--- src/rtl/servo_cond_map.vh ---
// Register offsets, field positions, reset values and limits of the block.
`ifndef SERVO_COND_MAP_VH
`define SERVO_COND_MAP_VH

// Register byte offsets.
`define ADDR_ZERO_RANGE    8'h00
`define ADDR_OVS_LEVEL     8'h04
`define ADDR_CONFIG        8'h08
`define ADDR_LIVE_STATUS   8'h0C
`define ADDR_IRQ_STATUS    8'h10
`define ADDR_IRQ_ENABLE    8'h14
`define ADDR_IRQ_CLEAR     8'h18
`define ADDR_ALARM_LOG     8'h1C
`define ADDR_OVS_EFFECTIVE 8'h20

// Configuration register fields.
`define CFG_HOME_SEL       0
`define CFG_SERVO_ON_SEL   1
`define CFG_UNDERVOLT_SEL  2
`define CFG_LOG_ERASE_SEL  3
`define CFG_WIDTH          4

// Live status fields.
`define LIVE_ZERO_SPEED    0
`define LIVE_OVERSPEED     1
`define LIVE_Z_PASSED      2
`define LIVE_HOME_ALLOWED  3

// Event, enable, clear and alarm log fields share one layout.
`define EVT_OVERSPEED      0
`define EVT_SERVO_ON_MAIN  1
`define EVT_BUS_DROP       2
`define EVT_LOG_ERASED     3
`define EVT_WIDTH          4

// Speed figures in r/min, then the overspeed percent and its base.
`define ZERO_RANGE_RESET   16'h0032
`define ZERO_RANGE_MAX     16'h2710
`define ZERO_HYSTERESIS    17'h00014
`define UNDERVOLT_SPEED    16'h0032
`define OVS_LEVEL_RESET    16'h0000
`define OVS_PERCENT        120
`define PERCENT_BASE       100

`define CFG_RESET          4'h0
`define EVT_RESET          4'h0

`endif

--- src/rtl/servo_speed_alarm_condition_logic.v ---
// Zero-speed, overspeed, home condition, power alarms and log erase logic.
//
// Contract
// - Zero-speed flag within programmable range, 50 default.
// - Zero-speed comparison uses 20 r/min hysteresis.
// - Overspeed level clamped to 120% maximum speed.
// - Overspeed level zero means 120% maximum.
// - Home select 0 needs Z-phase since power-on.
// - Servo-on alarm: select 0 ready+servo, 1 servo.
// - Undervoltage select 0 always raises bus drop.
// - Select 1: slow gives servo-on alarm, else drop.
// - Log erase select erases at next power-on.
// - Erase select clears itself after erasing.
`timescale 1ns/1ps
`include "servo_cond_map.vh"

module servo_speed_alarm_condition_logic
#(
   parameter MAX_SPEED = 16'h0BB8
)
(
   // Clock and reset.
   input  wire        clk_sys,
   input  wire        reset_n,
   // Register port.
   input  wire [7:0]  reg_addr,
   input  wire [31:0] reg_wdata,
   input  wire        reg_write,
   input  wire        reg_read,
   output reg  [31:0] reg_rdata,
   // Motor and controller status.
   input  wire [15:0] motor_speed,
   input  wire        encoder_z_pulse,
   input  wire        ready_on_cmd,
   input  wire        servo_on_cmd,
   input  wire        main_circuit_on,
   input  wire        bus_undervoltage,
   input  wire        power_on_pulse,
   // Condition outputs.
   output reg         zero_speed_flag,
   output reg         overspeed_alarm,
   output reg         servo_on_main_off_alarm,
   output reg         bus_voltage_drop_alarm,
   output reg         home_position_allowed,
   output reg         alarm_log_erase,
   output reg         irq
);

   // The 120% ceiling is fixed by the motor, so it is built once here.
   localparam [31:0] OVS_CEIL_WIDE = MAX_SPEED * `OVS_PERCENT / `PERCENT_BASE;
   localparam [15:0] OVS_CEIL = OVS_CEIL_WIDE[15:0];

   function [15:0] saturate;
      input [15:0] value;
      input [15:0] limit;
      begin
         saturate = (value > limit) ? limit : value;
      end
   endfunction

   reg  [15:0]           zero_range_reg;
   reg  [15:0]           ovs_level_reg;
   reg  [`CFG_WIDTH-1:0] config_reg;
   reg  [`EVT_WIDTH-1:0] irq_status_reg;
   reg  [`EVT_WIDTH-1:0] irq_enable_reg;
   reg  [`EVT_WIDTH-1:0] alarm_log_reg;
   reg                   z_passed_reg;

   reg  [`EVT_WIDTH-1:0] irq_status_next;
   reg  [`EVT_WIDTH-1:0] alarm_log_next;
   reg  [`EVT_WIDTH-1:0] events;
   reg  [`CFG_WIDTH-1:0] config_next;
   reg                   zero_speed_next;
   reg                   servo_on_alarm_next;
   reg                   bus_drop_next;
   reg                   erase_now;
   reg  [31:0]           rdata_next;

   wire [15:0] ovs_threshold;
   wire [16:0] zero_release;
   wire        overspeed_next;
   wire        home_allowed_next;

   // A zero level selects the ceiling; anything above it is clamped.
   assign ovs_threshold = (ovs_level_reg == `OVS_LEVEL_RESET) ? OVS_CEIL :
                          saturate(ovs_level_reg, OVS_CEIL);
   assign overspeed_next = (motor_speed > ovs_threshold);
   assign zero_release = {1'b0, zero_range_reg} + `ZERO_HYSTERESIS;
   assign home_allowed_next = config_reg[`CFG_HOME_SEL] |
                              z_passed_reg;

   always @*
   begin
      // Between the range and range plus hysteresis the flag holds.
      zero_speed_next = zero_speed_flag;
      if (motor_speed <= zero_range_reg)
         zero_speed_next = 1'b1;
      else if ({1'b0, motor_speed} > zero_release)
         zero_speed_next = 1'b0;

      servo_on_alarm_next = 1'b0;
      bus_drop_next = 1'b0;
      if (!main_circuit_on)
      begin
         if (config_reg[`CFG_SERVO_ON_SEL])
            servo_on_alarm_next = servo_on_cmd;
         else
            servo_on_alarm_next = servo_on_cmd & ready_on_cmd;
      end
      if (bus_undervoltage)
      begin
         if (!config_reg[`CFG_UNDERVOLT_SEL])
            bus_drop_next = 1'b1;
         else if (motor_speed <= `UNDERVOLT_SPEED)
            servo_on_alarm_next = 1'b1;
         else
            bus_drop_next = 1'b1;
      end

      // The erase waits for the next power-on, never the write itself.
      erase_now = power_on_pulse & config_reg[`CFG_LOG_ERASE_SEL];

      events = {`EVT_WIDTH{1'b0}};
      events[`EVT_OVERSPEED] = overspeed_next;
      events[`EVT_SERVO_ON_MAIN] = servo_on_alarm_next;
      events[`EVT_BUS_DROP] = bus_drop_next;
      events[`EVT_LOG_ERASED] = erase_now;

      // Set wins over clear so no event is lost in the clearing cycle.
      irq_status_next = irq_status_reg;
      if (reg_write && reg_addr == `ADDR_IRQ_CLEAR)
         irq_status_next = irq_status_reg & ~reg_wdata[`EVT_WIDTH-1:0];
      irq_status_next = irq_status_next | events;

      // The log records alarms only; an erase in the same cycle wins so
      // that the history starts empty after power-on.
      alarm_log_next = alarm_log_reg | {1'b0, events[`EVT_WIDTH-2:0]};
      if (erase_now)
         alarm_log_next = {`EVT_WIDTH{1'b0}};

      config_next = config_reg;
      if (reg_write && reg_addr == `ADDR_CONFIG)
         config_next = reg_wdata[`CFG_WIDTH-1:0];
      if (erase_now)
         config_next[`CFG_LOG_ERASE_SEL] = 1'b0;

      rdata_next = 32'h00000000;
      if (reg_read)
      begin
         case (reg_addr)
            `ADDR_ZERO_RANGE:    rdata_next[15:0] = zero_range_reg;
            `ADDR_OVS_LEVEL:     rdata_next[15:0] = ovs_level_reg;
            `ADDR_CONFIG:        rdata_next[`CFG_WIDTH-1:0] = config_reg;
            `ADDR_LIVE_STATUS:
            begin
               rdata_next[`LIVE_ZERO_SPEED] = zero_speed_flag;
               rdata_next[`LIVE_OVERSPEED] = overspeed_alarm;
               rdata_next[`LIVE_Z_PASSED] = z_passed_reg;
               rdata_next[`LIVE_HOME_ALLOWED] = home_position_allowed;
            end
            `ADDR_IRQ_STATUS:    rdata_next[`EVT_WIDTH-1:0] = irq_status_reg;
            `ADDR_IRQ_ENABLE:    rdata_next[`EVT_WIDTH-1:0] = irq_enable_reg;
            `ADDR_ALARM_LOG:     rdata_next[`EVT_WIDTH-1:0] = alarm_log_reg;
            `ADDR_OVS_EFFECTIVE: rdata_next[15:0] = ovs_threshold;
            default:             rdata_next = 32'h00000000;
         endcase
      end
   end

   always @(posedge clk_sys or negedge reset_n)
   begin
      if (!reset_n)
      begin
         zero_range_reg          <= `ZERO_RANGE_RESET;
         ovs_level_reg           <= `OVS_LEVEL_RESET;
         config_reg              <= `CFG_RESET;
         irq_status_reg          <= `EVT_RESET;
         irq_enable_reg          <= `EVT_RESET;
         alarm_log_reg           <= `EVT_RESET;
         z_passed_reg            <= 1'b0;
         reg_rdata               <= 32'h00000000;
         zero_speed_flag         <= 1'b0;
         overspeed_alarm         <= 1'b0;
         servo_on_main_off_alarm <= 1'b0;
         bus_voltage_drop_alarm  <= 1'b0;
         home_position_allowed   <= 1'b0;
         alarm_log_erase         <= 1'b0;
         irq                     <= 1'b0;
      end
      else
      begin
         if (reg_write && reg_addr == `ADDR_ZERO_RANGE)
            zero_range_reg <= saturate(reg_wdata[15:0],
                                       `ZERO_RANGE_MAX);
         if (reg_write && reg_addr == `ADDR_OVS_LEVEL)
            ovs_level_reg <= reg_wdata[15:0];
         if (reg_write && reg_addr == `ADDR_IRQ_ENABLE)
            irq_enable_reg <= reg_wdata[`EVT_WIDTH-1:0];
         config_reg <= config_next;
         irq_status_reg <= irq_status_next;
         alarm_log_reg <= alarm_log_next;
         // Only a reset, which stands for power-off, forgets the Z pass.
         if (encoder_z_pulse)
            z_passed_reg <= 1'b1;
         reg_rdata <= rdata_next;
         zero_speed_flag <= zero_speed_next;
         overspeed_alarm <= overspeed_next;
         servo_on_main_off_alarm <= servo_on_alarm_next;
         bus_voltage_drop_alarm <= bus_drop_next;
         home_position_allowed <= home_allowed_next;
         alarm_log_erase <= erase_now;
         irq <= |(irq_status_next & irq_enable_reg);
      end
   end

endmodule

--- config.mk ---
export PLATFORM = sky130hd
export DESIGN_NAME = servo_speed_alarm_condition_logic
export DESIGN_NICKNAME = d
export VERILOG_FILES = /design/src/rtl/servo_speed_alarm_condition_logic.v
export VERILOG_INCLUDE_DIRS = /design/src /design/src/rtl
export SDC_FILE = /design/constraint.sdc
export NUM_CORES = 1
export LEC_CHECK = 0
export BUFFER_PORTS_ARGS = -buffer_cell sky130_fd_sc_hd__buf_2
export CORE_MARGIN = 10
export CORE_UTILIZATION = 50
export CTS_BUF_LIST = sky130_fd_sc_hd__clkbuf_16
export CTS_CLUSTER_SIZE = 8
export DETAILED_ROUTE_END_ITERATION = 8
export PLACE_DENSITY = 0.75
export SLEW_MARGIN = 5
export SYNTH_ARGS = -nofsm -noshare
export SYNTH_HDL_FRONTEND = slang
export SYNTH_SLANG_ARGS = --single-unit
--- constraint.sdc ---
create_clock -name clk_sys -period 3.9 [get_ports clk_sys]
set_input_delay 0.195 -clock clk_sys [delete_from_list [all_inputs] [get_ports clk_sys]]
set_output_delay 0.195 -clock clk_sys [all_outputs]
set_load 0.01 [all_outputs]
==> run metrics <==
Area after DPL=5010 sq um; Placed Cells=657; Fmax=297 MHz; routed wire length per instance=19.8 microns; total global routing overflow=0; Unique masters post-synth=61; Clock Latency Late Sink=330 ps; Post-synth EDFFs=0; dominant synthesized flop cell=dfrtp_1; Clock Skew=5.99 ps; Place WS=534 ps; root buffer cell=clkbuf_16; Fillers=803; reported net switching power=0.000514 W; crit start category=flip-flop; die area=13500 sq um; final count of hold timing violations=0; share of cells above drive strength 1=0.184; Mean Syn Cell Area=9.51 sq um; register area share after synthesis=0.386; gpl congestion=0.906; pwr dens=354 nW/um^2; minimum clock period=3370 ps; switching portion of total power=0.274; CTS Buf Count=9; final max-slew violation count=0; Gate power share=0.148; Die W=116 microns; GRT Total Usage=0.199; Finished Layout Cells=673; number of cells produced by synthesis=485; vias in the first global route=4136; setup TNS=0 ps; Nets=673; Power Internal=0.00136 W; # resized after CTS=0; ys async rst share=1.00; max_slew headroom=0.259; buffers added on ports=72; CTS sink count=71; Post-Route Utilization=0.599; RSZ-0062 raised after global routing=false; maximum VDD drop=0.000338 V; maxcap violations=0; Initial Util=0.521; die height=116 microns; CP endpoint kind=flip-flop; commonest non-fill, non-tap cell in the layout=buf_2; FF+latch count, synth=71; Post-CTS Setup Inserts=0; # IOs=105; final setup vio count=0; drt pass-1 iters=5; status=complete, no violations; CTS clk-pin slew, worst paths=60 ps; CP required=4100 ps; fin crit share=0.864; most frequent cells in the layout=buf_2 (72), dfrtp_1 (68), ha_1 (47); via count=4073; n_diodes=0; first-pass GRT wire length=21.1 mm; initial antenna violation count=0; setup ws final=532 ps; CTS tree=yes; crit-path max FO=8; Seq pwr share=0.423; 1st-iter DRT viols=285; CTS H-Tree Depth=3; Core ar.=8850 sq um; Design Area, Final=5300 sq um; synthesized area=4610 sq um; CP Class=flip-flop to flip-flop; Layout area overhead=14.9%; Clk network pwr share=0.429; DRC viols=0; drt total wl=13.3 mm; Antenna Nets Post-Route=0; Post-DP HPWL=10.4 mm; largest net degree at the start of global routing=49; Critical Path AT=3570 ps; vias per inst=6.05; Pleak=2.53 nW; Cell Rows=34; Ys Warns=0; Worst-Margin Slew=1110 ps; CTS Buffer Depth=2; Hold-fix buffers, CTS=0; Worst Hold Class=input port to flip-flop
## through the flow
step                hold WS, ps  power (W)
floorplan                  -101   0.000976
global placement            386    0.00107
detailed placement          390    0.00108
CTS                        45.1    0.00188
global route               53.1    0.00195
finish                     51.8    0.00188
## worst max-delay path: stages, from the launching register on
cell	delay, ps
dfrtp_1	410
nor4_1	500
o21ai_1	100
a41oi_1	410
buf_4	240
nand2_1	70
ha_1	300
a21oi_1	130
o21ai_0	90
a221o_1	360
o31a_1	320
o21ai_0	210
nand2_1	80
## logic make-up (layout without fill, tap and decap cells)
group | after synthesis | in the layout | share of synthesized area
multiplexers | 22 | 22 | 0.0545
other | 2 | 20 | 0.00163
AO/OA/AOI/OAI | 116 | 116 | 0.166
flip-flops | 71 | 71 | 0.386
buffers and inverters | 58 | 120 | 0.0640
AND/OR/NAND/NOR | 157 | 157 | 0.178
adder cells (fa/ha/maj) | 47 | 47 | 0.128
XOR/XNOR | 12 | 12 | 0.0228
## synthesized netlist by cell type (3+ instances only)
| cell | instances | share of area |
|---|---|---|
| mux2i_1 | 3 | 0.0065 |
| o21ai_0 | 13 | 0.014 |
| a22o_1 | 9 | 0.017 |
| nor4b_1 | 3 | 0.0057 |
| o21ai_1 | 11 | 0.012 |
| mux2_1 | 17 | 0.042 |
| nor4_1 | 8 | 0.011 |
| ha_1 | 47 | 0.13 |
| dfrtp_1 | 68 | 0.37 |
| inv_1 | 28 | 0.023 |
| a31oi_1 | 4 | 0.0054 |
| nand4_1 | 10 | 0.014 |
| a21oi_1 | 31 | 0.034 |
| nand3_1 | 17 | 0.018 |
| o21a_1 | 4 | 0.0065 |
| and2_1 | 4 | 0.0054 |
| nor2_1 | 34 | 0.028 |
| nor2b_1 | 4 | 0.0054 |
| nand2_1 | 46 | 0.037 |
| o211ai_1 | 3 | 0.0049 |
| nor3_1 | 12 | 0.013 |
| buf_4 | 17 | 0.028 |
| and4_1 | 3 | 0.0057 |
| dfstp_2 | 3 | 0.017 |
| a21o_1 | 8 | 0.013 |
| xnor2_1 | 11 | 0.021 |
| a22oi_1 | 13 | 0.021 |
| clkbuf_1 | 6 | 0.0049 |
| buf_2 | 5 | 0.0054 |
## power by group through the flow
stage / clock, W / combinational (W) / sequential [W]
2_1_floorplan: 0 / 0.000176 / 0.000799
3_5_place_dp: 0 / 0.000275 / 0.000807
5_1_grt: 0.000839 / 0.000316 / 0.000797
3_3_place_gp: 0 / 0.000263 / 0.000805
6_report: 0.000805 / 0.000279 / 0.000794
4_1_cts: 0.000809 / 0.000277 / 0.000794
## per-layer routing
metal | track usage | share of wire
met3 | 0.0558 | 0.076
met1 | 0.250 | 0.43
met5 | 0 | 0
met4 | 0.0567 | 0.021
met2 | 0.328 | 0.47
## layout make-up
class | count | area [sq um] | share of cell area
sequential | 71 | 1780 | 0.336
multi-input combinational | 374 | 2600 | 0.491
inverter | 29 | 109 | 0.0205
tap | 108 | 135 | 0.0255
clock inverter | 7 | 63.8 | 0.0120
timing repair buffer | 75 | 383 | 0.0722
clock buffer | 9 | 225 | 0.0425
## path summary, 6_finish.rpt
check,slack (ps),start,endpoint,cells after the start
worst max-delay path,530,ovs_level_reg[0],irq,12
worst min-delay path,50,encoder_z_pulse,z_passed_reg,2
worst max register to register,530,ovs_level_reg[0],irq,12
worst min register to register,510,z_passed_reg,home_position_allowed,1
max in group asynchronous,2920,reset_n,reg_rdata[6],2
min in group asynchronous,60,reset_n,zero_range_reg[9],1
(Power assumes the default switching activity.)
